### config.mk
export PLATFORM = sky130hd
export DESIGN_NAME = rtu_slave_query_handler
export DESIGN_NICKNAME = d
export VERILOG_FILES = /design/src/shared/rtu_query_pkg.sv /design/src/rtu_slave_query_handler.sv
export SDC_FILE = /design/constraint.sdc
export NUM_CORES = 2
export LEC_CHECK = 0
export BUFFER_PORTS_ARGS = -buffer_cell sky130_fd_sc_hd__buf_2
export CORE_UTILIZATION = 45
export CTS_CLUSTER_SIZE = 10
export DETAILED_ROUTE_END_ITERATION = 7
export MAX_ROUTING_LAYER = met4
export PLACE_DENSITY_LB_ADDON = 0.2
export SLEW_MARGIN = 25
export SYNTH_ARGS = -nofsm -noshare
export SYNTH_HDL_FRONTEND = slang
export SYNTH_SLANG_ARGS = --single-unit
### constraint.sdc
create_clock -name core_clk_in -period 9.5 [get_ports core_clk_in]
set_input_delay 1.425 -clock core_clk_in [delete_from_list [all_inputs] [get_ports core_clk_in]]
set_output_delay 1.425 -clock core_clk_in [all_outputs]
set_load 0.05 [all_outputs]
### src/shared/rtu_query_pkg.sv
// Constants and types for the serial remote-terminal query handler.
// Assumes one 10 MHz core clock and a byte-wide receiver and transmitter outside.
// How it works
// - Station address zero is broadcast: act on it, never reply.
// - Program write: code 72, start and count high byte first, byte count, data, check.
// - Program write word count must be 1 to 125.
// - Accept only if start plus count is below highest program address plus two.
// - Byte count must be 2 to 250 and match the data bytes.
// - Data words ascend from start address, high byte before low byte.
// - Normal reply echoes address, code, start, count, then a fresh check field.
// - No program write while the memory protect switch is set.
// - Stop the attached processor before writing its program memory.
// - Exception reply: address, code plus 128, subcode 1 to 4, check; never broadcast.
// - Subcode 1 for function codes outside 1-8, 15, 16, 17, 65-72.
// - Subcode 2 for point or register ranges the processor lacks.
// - Subcode 2 for diagnostic codes other than 0, 1, 4.
// - Subcode 2 for scratch writes outside 0, 1, 5CH-7FH, or unavailable scratch reads.
// - Subcode 2 when program read or write reaches past program memory.
// - Subcode 3 unless data is 0 or FFH followed by 0 for force or restart.
// - Subcode 4 when the exchange with the attached processor fails.
// - Three character times of silence mid-frame end it without reply.
// - A query waits unprocessed while the other serial port is busy.
// - Bad check, short data, framing, overrun or parity errors drop the frame silently.
package rtu_query_pkg;
  localparam logic [7:0] BCAST_ADDR = 8'h00;
  localparam logic [7:0] FN_RD_OUT = 8'h01;
  localparam logic [7:0] FN_RD_IN = 8'h02;
  localparam logic [7:0] FN_RD_HOLD = 8'h03;
  localparam logic [7:0] FN_RD_INREG = 8'h04;
  localparam logic [7:0] FN_FORCE = 8'h05;
  localparam logic [7:0] FN_PRESET = 8'h06;
  localparam logic [7:0] FN_STATUS = 8'h07;
  localparam logic [7:0] FN_DIAG = 8'h08;
  localparam logic [7:0] FN_MULTI_PT = 8'h0F;
  localparam logic [7:0] FN_MULTI_REG = 8'h10;
  localparam logic [7:0] FN_REPORT = 8'h11;
  localparam logic [7:0] FN_OVR_OUT_RD = 8'h41;
  localparam logic [7:0] FN_OVR_IN_RD = 8'h42;
  localparam logic [7:0] FN_SCR_RD = 8'h43;
  localparam logic [7:0] FN_PROG_RD = 8'h44;
  localparam logic [7:0] FN_OVR_OUT_WR = 8'h45;
  localparam logic [7:0] FN_OVR_IN_WR = 8'h46;
  localparam logic [7:0] FN_SCR_WR = 8'h47;
  localparam logic [7:0] FN_PROG_WR = 8'h48;
  localparam logic [7:0] EXC_FLAG = 8'h80;
  localparam logic [7:0] SUB_FUNC = 8'h01;
  localparam logic [7:0] SUB_ADDR = 8'h02;
  localparam logic [7:0] SUB_DATA = 8'h03;
  localparam logic [7:0] SUB_FAIL = 8'h04;
  localparam logic [15:0] WORDS_MIN = 16'h0001;
  localparam logic [15:0] WORDS_MAX = 16'h007D;
  localparam logic [7:0] BYTES_MIN = 8'h02;
  localparam logic [7:0] BYTES_MAX = 8'hFA;
  localparam logic [16:0] PROG_MARGIN = 17'h0_0002;
  localparam logic [15:0] DIAG_ECHO = 16'h0000;
  localparam logic [15:0] DIAG_RESTART = 16'h0001;
  localparam logic [15:0] DIAG_RESET = 16'h0004;
  localparam logic [7:0] FORCE_ON = 8'hFF;
  localparam logic [16:0] SCR_RUN_END = 17'h0_0002;
  localparam logic [15:0] SCR_VEC_LO = 16'h005C;
  localparam logic [16:0] SCR_VEC_END = 17'h0_0080;
  localparam logic [8:0] FRAME_SHORT = 9'h004;
  localparam logic [8:0] FRAME_FIXED = 9'h008;
  localparam logic [8:0] FRAME_OVERHEAD = 9'h009;
  localparam logic [3:0] HDR_BYTES = 4'h7;
  localparam logic [1:0] GAP_CHARS = 2'h3;
  localparam logic [15:0] CRC_INIT = 16'hFFFF;
  localparam logic [15:0] CRC_POLY = 16'hA001;
  localparam logic [2:0] EXC_LEN = 3'h3;
  localparam logic [2:0] NORM_LEN = 3'h6;
  typedef enum logic [5:0] {
    ST_RX = 6'b000001,
    ST_HOLD = 6'b000010,
    ST_JUDGE = 6'b000100,
    ST_STOP = 6'b001000,
    ST_WRITE = 6'b010000,
    ST_SEND = 6'b100000
  } state_t;
endpackage

### src/rtu_slave_query_handler.sv
// Slave query handler: frames, checks and judges queries, writes program memory.
// Assumes receiver, transmitter and processor port all run on core_clk_in.
`timescale 1ns/1ps
module rtu_slave_query_handler #(
  parameter int BUF_WIDTH = 32,
  parameter int MEM_DEPTH = 128
) (
  input wire logic core_clk_in,
  input wire logic rstn_in,
  input wire logic [7:0] station_addr_in,
  input wire logic rx_valid_in,
  input wire logic [7:0] rx_data_in,
  input wire logic rx_error_in,
  input wire logic char_tick_in,
  input wire logic other_port_busy_in,
  input wire logic protect_in,
  input wire logic [15:0] prog_high_in,
  input wire logic [15:0] point_high_in,
  input wire logic [15:0] reg_high_in,
  input wire logic [15:0] scratch_high_in,
  input wire logic tx_ready_in,
  output logic tx_valid_out,
  output logic [7:0] tx_data_out,
  output logic cpu_stop_out,
  input wire logic cpu_stopped_in,
  input wire logic cpu_fail_in,
  output logic cpu_wr_valid_out,
  output logic [15:0] cpu_wr_addr_out,
  output logic [15:0] cpu_wr_data_out,
  input wire logic cpu_wr_ready_in,
  output logic svc_req_out,
  output logic [7:0] svc_fn_out
);
  function automatic logic [15:0] crc_byte(input logic [15:0] c, input logic [7:0] b);
    logic [15:0] r;
    r = c ^ {8'h00, b};
    for (int i = 0; i < 8; i++)
    begin
      r = r[0] ? ((r >> 1) ^ rtu_query_pkg::CRC_POLY) : (r >> 1);
    end
    return r;
  endfunction

  rtu_query_pkg::state_t st_q;
  logic [7:0] hdr_q [0:6];
  logic [15:0] mem_q [0:MEM_DEPTH-1];
  logic [8:0] ridx_q;
  logic [15:0] rxcrc_q;
  logic err_q;
  logic [1:0] gap_q;
  logic [7:0] hi_q;
  logic [1:0] prot_s_q;
  logic [1:0] busy_s_q;
  logic exc_q;
  logic [7:0] sub_q;
  logic [15:0] widx_q;
  logic [3:0] tidx_q;
  logic [15:0] txcrc_q;
  logic tx_valid_q;
  logic [7:0] tx_data_q;
  logic stop_q;
  logic svc_q;
  logic [7:0] svc_fn_q;
  logic [BUF_WIDTH-1:0] ent0_q;
  logic [BUF_WIDTH-1:0] ent1_q;
  logic vld0_q;
  logic vld1_q;

  // Query fields as received; start and count are high byte first.
  wire [7:0] fn = hdr_q[1];
  wire [15:0] f_a = {hdr_q[2], hdr_q[3]};
  wire [15:0] f_n = {hdr_q[4], hdr_q[5]};
  wire [7:0] f_bc = hdr_q[6];
  wire [16:0] f_sum = {1'b0, f_a} + {1'b0, f_n};
  wire bcast = (hdr_q[0] == rtu_query_pkg::BCAST_ADDR);

  // Frame length follows from the function code and, for data queries, the byte count.
  wire has_bc = (fn == rtu_query_pkg::FN_MULTI_PT) || (fn == rtu_query_pkg::FN_MULTI_REG)
    || (fn == rtu_query_pkg::FN_OVR_OUT_WR) || (fn == rtu_query_pkg::FN_OVR_IN_WR)
    || (fn == rtu_query_pkg::FN_SCR_WR) || (fn == rtu_query_pkg::FN_PROG_WR);
  wire no_body = (fn == rtu_query_pkg::FN_STATUS) || (fn == rtu_query_pkg::FN_REPORT);
  wire [8:0] bc_len = (f_bc == 8'h00) ? 9'h100 : {1'b0, f_bc};
  wire [8:0] need = has_bc ? (rtu_query_pkg::FRAME_OVERHEAD + bc_len)
    : (no_body ? rtu_query_pkg::FRAME_SHORT : rtu_query_pkg::FRAME_FIXED);
  wire [15:0] crc_rx_d = crc_byte(rxcrc_q, rx_data_in);
  wire rx_take = (st_q == rtu_query_pkg::ST_RX) && rx_valid_in;
  wire rx_last = rx_take && (ridx_q + 9'h001 == need);
  wire own_addr = (hdr_q[0] == station_addr_in) || bcast;
  wire rx_bad = err_q || rx_error_in || (crc_rx_d != 16'h0000) || !own_addr;
  wire gap_out = (st_q == rtu_query_pkg::ST_RX) && !rx_valid_in && char_tick_in
    && (ridx_q != 9'h000) && (gap_q == rtu_query_pkg::GAP_CHARS - 2'h1);
  wire [8:0] data_k = ridx_q - {5'h00, rtu_query_pkg::HDR_BYTES};

  // Judgement of a correctly received query, highest subcode priority first.
  wire fn_ok = ((fn >= rtu_query_pkg::FN_RD_OUT) && (fn <= rtu_query_pkg::FN_DIAG))
    || (fn == rtu_query_pkg::FN_MULTI_PT) || (fn == rtu_query_pkg::FN_MULTI_REG)
    || (fn == rtu_query_pkg::FN_REPORT)
    || ((fn >= rtu_query_pkg::FN_OVR_OUT_RD) && (fn <= rtu_query_pkg::FN_PROG_WR));
  wire pt_fn = (fn == rtu_query_pkg::FN_RD_OUT) || (fn == rtu_query_pkg::FN_RD_IN)
    || (fn == rtu_query_pkg::FN_MULTI_PT) || (fn == rtu_query_pkg::FN_OVR_OUT_RD)
    || (fn == rtu_query_pkg::FN_OVR_IN_RD) || (fn == rtu_query_pkg::FN_OVR_OUT_WR)
    || (fn == rtu_query_pkg::FN_OVR_IN_WR);
  wire reg_fn = (fn == rtu_query_pkg::FN_RD_HOLD) || (fn == rtu_query_pkg::FN_RD_INREG)
    || (fn == rtu_query_pkg::FN_MULTI_REG);
  wire prog_fn = (fn == rtu_query_pkg::FN_PROG_RD) || (fn == rtu_query_pkg::FN_PROG_WR);
  wire scr_wr_ok = (f_sum <= rtu_query_pkg::SCR_RUN_END)
    || ((f_a >= rtu_query_pkg::SCR_VEC_LO) && (f_sum <= rtu_query_pkg::SCR_VEC_END));
  wire diag_ok = (f_a == rtu_query_pkg::DIAG_ECHO) || (f_a == rtu_query_pkg::DIAG_RESTART)
    || (f_a == rtu_query_pkg::DIAG_RESET);
  wire addr_bad = (pt_fn && (f_sum > {1'b0, point_high_in}))
    || (reg_fn && (f_sum > {1'b0, reg_high_in}))
    || ((fn == rtu_query_pkg::FN_FORCE) && (f_a > point_high_in))
    || ((fn == rtu_query_pkg::FN_PRESET) && (f_a > reg_high_in))
    || ((fn == rtu_query_pkg::FN_DIAG) && !diag_ok)
    || ((fn == rtu_query_pkg::FN_SCR_RD)
      && (f_sum >= {1'b0, scratch_high_in} + rtu_query_pkg::PROG_MARGIN))
    || ((fn == rtu_query_pkg::FN_SCR_WR) && !scr_wr_ok)
    || (prog_fn && ((f_a > prog_high_in)
      || (f_sum >= {1'b0, prog_high_in} + rtu_query_pkg::PROG_MARGIN)));
  wire force_data_bad = ((fn == rtu_query_pkg::FN_FORCE)
    || ((fn == rtu_query_pkg::FN_DIAG) && (f_a == rtu_query_pkg::DIAG_RESTART)))
    && !(((hdr_q[4] == 8'h00) || (hdr_q[4] == rtu_query_pkg::FORCE_ON))
      && (hdr_q[5] == 8'h00));
  wire prog_data_bad = (fn == rtu_query_pkg::FN_PROG_WR)
    && ((f_n < rtu_query_pkg::WORDS_MIN) || (f_n > rtu_query_pkg::WORDS_MAX)
    || (f_bc < rtu_query_pkg::BYTES_MIN) || (f_bc > rtu_query_pkg::BYTES_MAX)
    || ({8'h00, f_bc} != {f_n[14:0], 1'b0}));
  wire prot_bad = (fn == rtu_query_pkg::FN_PROG_WR) && prot_s_q[1];
  wire [7:0] judge_sub = !fn_ok ? rtu_query_pkg::SUB_FUNC
    : addr_bad ? rtu_query_pkg::SUB_ADDR
    : (force_data_bad || prog_data_bad) ? rtu_query_pkg::SUB_DATA
    : prot_bad ? rtu_query_pkg::SUB_FAIL : 8'h00;

  // Program words drain through a two-entry buffer so a stalled processor loses nothing.
  wire buf_pop = vld0_q && cpu_wr_ready_in;
  wire buf_room = !vld1_q || buf_pop;
  wire in_write = (st_q == rtu_query_pkg::ST_WRITE);
  wire buf_push = in_write && (widx_q < f_n) && buf_room && !cpu_fail_in;
  wire [15:0] push_addr = f_a + widx_q;
  wire [BUF_WIDTH-1:0] push_ent = {push_addr, mem_q[widx_q[6:0]]};
  wire write_done = in_write && (widx_q == f_n) && !vld0_q;
  wire xfail = cpu_fail_in && ((st_q == rtu_query_pkg::ST_STOP) || in_write);

  // Reply bytes; the exception form replaces the code and carries the subcode.
  wire [3:0] tx_len = {1'b0, exc_q ? rtu_query_pkg::EXC_LEN : rtu_query_pkg::NORM_LEN};
  wire [7:0] msg_b = (tidx_q == 4'h1) ? (exc_q ? (fn | rtu_query_pkg::EXC_FLAG) : fn)
    : ((tidx_q == 4'h2) && exc_q) ? sub_q
    : hdr_q[tidx_q[2:0]];
  wire tx_slot = (st_q == rtu_query_pkg::ST_SEND) && (!tx_valid_q || tx_ready_in);
  wire tx_more = tidx_q < (tx_len + 4'h2);
  wire [7:0] tx_b = (tidx_q < tx_len) ? msg_b
    : (tidx_q == tx_len) ? txcrc_q[7:0] : txcrc_q[15:8];

  always_ff @(posedge core_clk_in or negedge rstn_in)
  begin
    if (!rstn_in)
    begin
      prot_s_q <= 2'b00;
      busy_s_q <= 2'b00;
    end
    else
    begin
      prot_s_q <= {prot_s_q[0], protect_in};
      busy_s_q <= {busy_s_q[0], other_port_busy_in};
    end
  end

  // Receive framing: byte index, running check, error latch and silence counter.
  always_ff @(posedge core_clk_in or negedge rstn_in)
  begin
    if (!rstn_in)
    begin
      ridx_q <= 9'h000;
      rxcrc_q <= rtu_query_pkg::CRC_INIT;
      err_q <= 1'b0;
      gap_q <= 2'h0;
    end
    else if (rx_take)
    begin
      ridx_q <= rx_last ? 9'h000 : ridx_q + 9'h001;
      rxcrc_q <= rx_last ? rtu_query_pkg::CRC_INIT : crc_rx_d;
      err_q <= !rx_last && (err_q || rx_error_in);
      gap_q <= 2'h0;
    end
    else if (gap_out)
    begin
      ridx_q <= 9'h000;
      rxcrc_q <= rtu_query_pkg::CRC_INIT;
      err_q <= 1'b0;
      gap_q <= 2'h0;
    end
    else if ((st_q == rtu_query_pkg::ST_RX) && char_tick_in && (ridx_q != 9'h000))
    begin
      gap_q <= gap_q + 2'h1;
    end
  end

  // Header bytes and staged program words; a dropped frame leaves them unused.
  always_ff @(posedge core_clk_in)
  begin
    if (rx_take && (ridx_q < {5'h00, rtu_query_pkg::HDR_BYTES}))
    begin
      hdr_q[ridx_q[2:0]] <= rx_data_in;
    end
    if (rx_take && (ridx_q >= {5'h00, rtu_query_pkg::HDR_BYTES})
      && (fn == rtu_query_pkg::FN_PROG_WR))
    begin
      if (!data_k[0])
      begin
        hi_q <= rx_data_in;
      end
      else
      begin
        mem_q[data_k[7:1]] <= {hi_q, rx_data_in};
      end
    end
  end

  always_ff @(posedge core_clk_in or negedge rstn_in)
  begin
    if (!rstn_in)
    begin
      st_q <= rtu_query_pkg::ST_RX;
      exc_q <= 1'b0;
      sub_q <= 8'h00;
      stop_q <= 1'b0;
      svc_q <= 1'b0;
      svc_fn_q <= 8'h00;
      widx_q <= 16'h0000;
      tidx_q <= 4'h0;
      txcrc_q <= rtu_query_pkg::CRC_INIT;
      tx_valid_q <= 1'b0;
      tx_data_q <= 8'h00;
    end
    else
    begin
      svc_q <= 1'b0;
      tidx_q <= (st_q == rtu_query_pkg::ST_SEND) ? tidx_q : 4'h0;
      txcrc_q <= (st_q == rtu_query_pkg::ST_SEND) ? txcrc_q : rtu_query_pkg::CRC_INIT;
      case (st_q)
        rtu_query_pkg::ST_RX:
        begin
          if (rx_last && !rx_bad)
          begin
            st_q <= rtu_query_pkg::ST_HOLD;
          end
        end
        rtu_query_pkg::ST_HOLD:
        begin
          if (!busy_s_q[1])
          begin
            st_q <= rtu_query_pkg::ST_JUDGE;
          end
        end
        rtu_query_pkg::ST_JUDGE:
        begin
          exc_q <= (judge_sub != 8'h00);
          sub_q <= judge_sub;
          widx_q <= 16'h0000;
          if (judge_sub != 8'h00)
          begin
            st_q <= bcast ? rtu_query_pkg::ST_RX : rtu_query_pkg::ST_SEND;
          end
          else if (fn == rtu_query_pkg::FN_PROG_WR)
          begin
            stop_q <= 1'b1;
            st_q <= rtu_query_pkg::ST_STOP;
          end
          else
          begin
            svc_q <= 1'b1;
            svc_fn_q <= fn;
            st_q <= rtu_query_pkg::ST_RX;
          end
        end
        rtu_query_pkg::ST_STOP:
        begin
          if (xfail || cpu_stopped_in)
          begin
            stop_q <= 1'b0;
            st_q <= !xfail ? rtu_query_pkg::ST_WRITE
              : bcast ? rtu_query_pkg::ST_RX : rtu_query_pkg::ST_SEND;
          end
        end
        rtu_query_pkg::ST_WRITE:
        begin
          widx_q <= buf_push ? widx_q + 16'h0001 : widx_q;
          if (xfail || write_done)
          begin
            st_q <= bcast ? rtu_query_pkg::ST_RX : rtu_query_pkg::ST_SEND;
          end
        end
        rtu_query_pkg::ST_SEND:
        begin
          if (tx_slot && tx_more)
          begin
            tx_valid_q <= 1'b1;
            tx_data_q <= tx_b;
            tidx_q <= tidx_q + 4'h1;
            txcrc_q <= (tidx_q < tx_len) ? crc_byte(txcrc_q, msg_b) : txcrc_q;
          end
          else if (tx_slot)
          begin
            tx_valid_q <= 1'b0;
            st_q <= rtu_query_pkg::ST_RX;
          end
        end
        default:
        begin
          st_q <= rtu_query_pkg::ST_RX;
        end
      endcase
      if (xfail)
      begin
        exc_q <= 1'b1;
        sub_q <= rtu_query_pkg::SUB_FAIL;
      end
    end
  end

  // A failed exchange flushes the buffer so stale words never reach the processor.
  always_ff @(posedge core_clk_in or negedge rstn_in)
  begin
    if (!rstn_in)
    begin
      vld0_q <= 1'b0;
      vld1_q <= 1'b0;
      ent0_q <= '0;
      ent1_q <= '0;
    end
    else if (xfail)
    begin
      vld0_q <= 1'b0;
      vld1_q <= 1'b0;
    end
    else
    begin
      if (buf_pop)
      begin
        ent0_q <= vld1_q ? ent1_q : push_ent;
        vld0_q <= vld1_q || buf_push;
        vld1_q <= vld1_q && buf_push;
        ent1_q <= push_ent;
      end
      else if (buf_push && !vld0_q)
      begin
        ent0_q <= push_ent;
        vld0_q <= 1'b1;
      end
      else if (buf_push)
      begin
        ent1_q <= push_ent;
        vld1_q <= 1'b1;
      end
    end
  end

  assign tx_valid_out = tx_valid_q;
  assign tx_data_out = tx_data_q;
  assign cpu_stop_out = stop_q;
  assign cpu_wr_valid_out = vld0_q;
  assign cpu_wr_addr_out = ent0_q[31:16];
  assign cpu_wr_data_out = ent0_q[15:0];
  assign svc_req_out = svc_q;
  assign svc_fn_out = svc_fn_q;
endmodule // rtu_slave_query_handler

==> metrics.md <==
| Metric | Value |
|---|---|
| Post-detailed-routing wire length | `around 250 mm` |
| Max frequency | `between 0.15 and 0.2 GHz` |
| Total power | `between 0.02 and 0.025 W` |
| Maximum clock insertion buffer count | `4` |
| Mux contribution to synthesized area | `0.169` |
| Area Overhead vs Synth | `13.6%` |
| Largest net degree at the start of global routing | `around 140` |
| Synthesized cell area | `approximately 95000 um^2` |
| Worst-case headroom to the max-slew limit | `0.290` |
| Post-CTS setup buffer count | `0` |
| Arr. time, crit path | `between 6 and 7 ns` |
| YS warnings | `0` |
| Setup TNS | `0 ns` |
| FP Rows | `between 150 and 200` |
| Post-DR vias/cell | `between 6 and 7` |
| Share of cells above drive strength 1 | `0.267` |
| # DRC | `0` |
| DIE HEIGHT | `approximately 460 um` |
| Leak | `approximately 35 nW` |
| Vias | `around 49000` |
| WS Path Type | `register to register` |
| Slew Limit Fails | `0` |
| Sequential-to-total area share from yosys stat | `0.713` |
| Adder-Cell Fraction of Synth Area | `0.0233` |
| Hold-fix buffers, CTS | `0` |
| Starting Density | `0.453` |
| Yosys top cell area share | `0.670` |
| Most common cell in the netlist | `edfxtp_1` |
| Synth Area in Simple Gates | `0.0385` |
| RSZ-0062 raised after global routing | `no` |
| Worst endpoint required time | `10.28 ns` |
| Cts bufs inserted | `approximately 280` |
| Minimum hold slack | `0.351 ns` |
| Clock Pin Slew Worst Setup and Hold Paths | `approximately 0.06 ns` |
| Async SR Flop Fraction | `0.0714` |
| Filler cell count | `around 17000` |
| Average cell area after synthesis | `19.3 um^2` |
| Pwr per Cell Area | `between 200 and 250 nW/um^2` |
| Synthesized-area fraction occupied by ao, oa, aoi and oai cells | `0.0284` |
| Number of synthesized flops with an enable pin | `about 2100` |
| I/O Buffers | `about 140` |
| Largest family of logic cells by synthesized area | `multiplexers` |
| Clock Tree Root | `clkbuf_16` |
| Post-detail-place hpwl | `between 150 and 200 mm` |
| Final Hold Fails | `0` |
| Skew-Pair Late Insertion Delay | `between 0.9 and 1 ns` |
| Endpoints failing setup | `0` |
| Synth Flop Type | `edfxtp_1` |
| Worst setup margin | `between 3 and 4 ns` |
| Synth area leader | `edfxtp_1` |
| Critical Path Source Type | `register` |
| Worst VDD drop | `~160 uV` |
| Largest cells by area after synthesis | `edfxtp_1 67%, mux4_2 16%, dfrtp_1 3.4%` |
| Max FO, Critical Path | `9` |
| First-pass GRT wire length | `364 mm` |
| Period utilisation layout | `0.627` |
| Final Critical Period | `between 5 and 6 ns` |
| Initial antenna violation count | `15` |
| Vias in the first global route | `between 40000 and 50000` |
| Nets | `between 5000 and 6000` |
| Max Cap Violations | `0` |
| Distinct cells, synth | `90` |
| Dpl cells | `7848` |
| Final Non-Filler Cells | `8212` |
| Core ar. | `around 210000 um^2` |
| Status | `finished clean` |
| Crit end category | `register` |
| Skew final | `between 0.06 and 0.07 ns` |
| Seq cells post-synth | `between 2000 and 2500` |
| XOR/XNOR Fraction of Synth Area | `0.0138` |
| Routability Congestion | `0.941` |
| Post-Synthesis Cells | `between 4000 and 5000` |
| Detail Route Antenna Nets | `0` |
| Detailed Routing Iterations Pass 1 | `6` |
| Most instantiated cells after synthesis | `2120 x edfxtp_1, 679 x mux4_2, 277 x nor2_1` |
| Die area | `between 200000 and 250000 um^2` |
| Clk sinks | `between 2000 and 2500` |
| Avg WL per Cell | `about 31 um` |
| Drt first-iter violations | `5577` |
| CTS tree | `yes` |
| Die width | `between 400 and 500 um` |
| H-tree depth | `5` |
| Post-cts sizing count | `0` |
| Slew @ Worst Pin | `around 1.1 ns` |
| Io pins | `between 100 and 150` |
| All-Layer GR Usage | `0.248` |
| GRT Residual Overflow | `0` |
| Dpl ws | `approximately 3.6 ns` |
| Min-delay worst type | `register to register` |
[through the flow]
| step | area [um^2] | utilization |
|---|---|---|
| after global routing | 108000 | 0.514 |
| after detailed placement | 100000 | 0.478 |
| after global placement | 100000 | 0.477 |
| final | 108000 | 0.515 |
| after floorplan | 95100 | - |
| after CTS | 108000 | 0.514 |
[where the power goes]
| group | switching [W] | internal, W |
|---|---|---|
| clock | 0.00376 | 0.00539 |
| combinational | 0.000855 | 0.000489 |
| sequential | 0.000119 | 0.0110 |
[layer usage]
metal | vias up | track usage | part of all wire
li1 | 20800 | - | -
met1 | 26200 | 0.355 | 0.43
met2 | 2001 | 0.367 | 0.46
met3 | 385 | 0.0449 | 0.076
met4 | 0 | 0.0694 | 0.027
met5 | - | - | 0
[final timing paths]
check | endpoint | startpoint | cells after the start | slack [ns]
max | svc_fn_out[0] | hdr_q[5][0] | 19 | 3.54
min | prot_s_q[1] | prot_s_q[0] | 0 | 0.35
max reg2reg | svc_fn_out[0] | hdr_q[5][0] | 19 | 3.54
min reg2reg | prot_s_q[1] | prot_s_q[0] | 0 | 0.35
max in group asynchronous | ent1_q[19] | rstn_in | 2 | 7.63
min in group asynchronous | svc_fn_out[1] | rstn_in | 1 | 0.57
[cell usage in the layout (no fill, tap or decap), types with 14 or more instances in the layout]
cell,n
a21oi_1,103
o21a_1,16
o21ai_0,147
inv_1,111
nand2b_1,16
mux2i_1,52
nor3_1,47
nor3b_1,14
buf_2,133
mux2_2,15
nor2_1,259
clkbuf_16,287
xor2_1,56
nor4_1,18
xnor2_1,91
nand2_1,225
nand3_1,45
buf_4,198
a21o_1,24
dfrtp_1,124
o211ai_1,18
edfxtp_1,2120
mux4_2,679
clkbuf_1,46
dfstp_2,33
and3_1,18
ha_1,173
nor2_2,14
nand4_1,51
[cells by family (layout without fill, tap and decap cells)]
group                    count (synthesis)  after routing
flip-flops                            2283           2283
AND/OR/NAND/NOR                        785            785
multiplexers                           752            752
AO/OA/AOI/OAI                          430            430
buffers and inverters                  341            814
adder cells (fa/ha/maj)                176            176
XOR/XNOR                               148            148
other                                    1             19
[state kept, by name, indices dropped and copies added, names as in the netlist]
| register | count |
|---|---|
| err_q | 1 |
| rxcrc_q | 16 |
| svc_fn_out | 8 |
| ent1_q | 32 |
| txcrc_q | 16 |
| mem_q | 2048 |
| sub_q | 3 |
| st_q | 6 |
| ent0_q | 32 |
| ridx_q | 9 |
| hdr_q | 64 |
| busy_s_q | 2 |
| svc_req_out | 1 |
| gap_q | 2 |
| vld1_q | 1 |
| tidx_q | 4 |
| cpu_wr_valid_out | 1 |
| prot_s_q | 2 |
| cpu_stop_out | 1 |
| tx_data_out | 8 |
| hi_q | 8 |
| widx_q | 16 |
| exc_q | 1 |
| tx_valid_out | 1 |
[layout make-up]
class / count / area (um^2) / area share
Sequential cell: 2283 / 67800 / 0.628
Multi-Input combinational cell: 2299 / 26100 / 0.242
Clock buffer: 335 / 7380 / 0.0684
Tap cell: 2805 / 3510 / 0.0325
Timing Repair Buffer: 356 / 2600 / 0.0241
Inverter: 111 / 417 / 0.00386
Clock inverter: 12 / 90.1 / 0.000835
Antenna cell: 11 / 27.5 / 0.000255
[worst max-delay path, cell delays in order (launching register included)]
cell       delay [ns]
edfxtp_1         0.51
ha_1             0.28
fa_1             0.42
a21o_1           0.22
a221oi_2         0.45
a211o_2          0.29
nand2b_1         0.07
a21oi_1          0.17
xnor2_1          0.35
ha_1             0.39
nand4_1          0.15
nor4_1           0.09
a211oi_1         0.22
nor3_1           0.09
a2111oi_0        0.40
nand4_1          0.14
a221o_2          0.35
nor4_4           0.59
nand3_4          0.27
mux2_4           0.36
(Power assumes the default switching activity.)
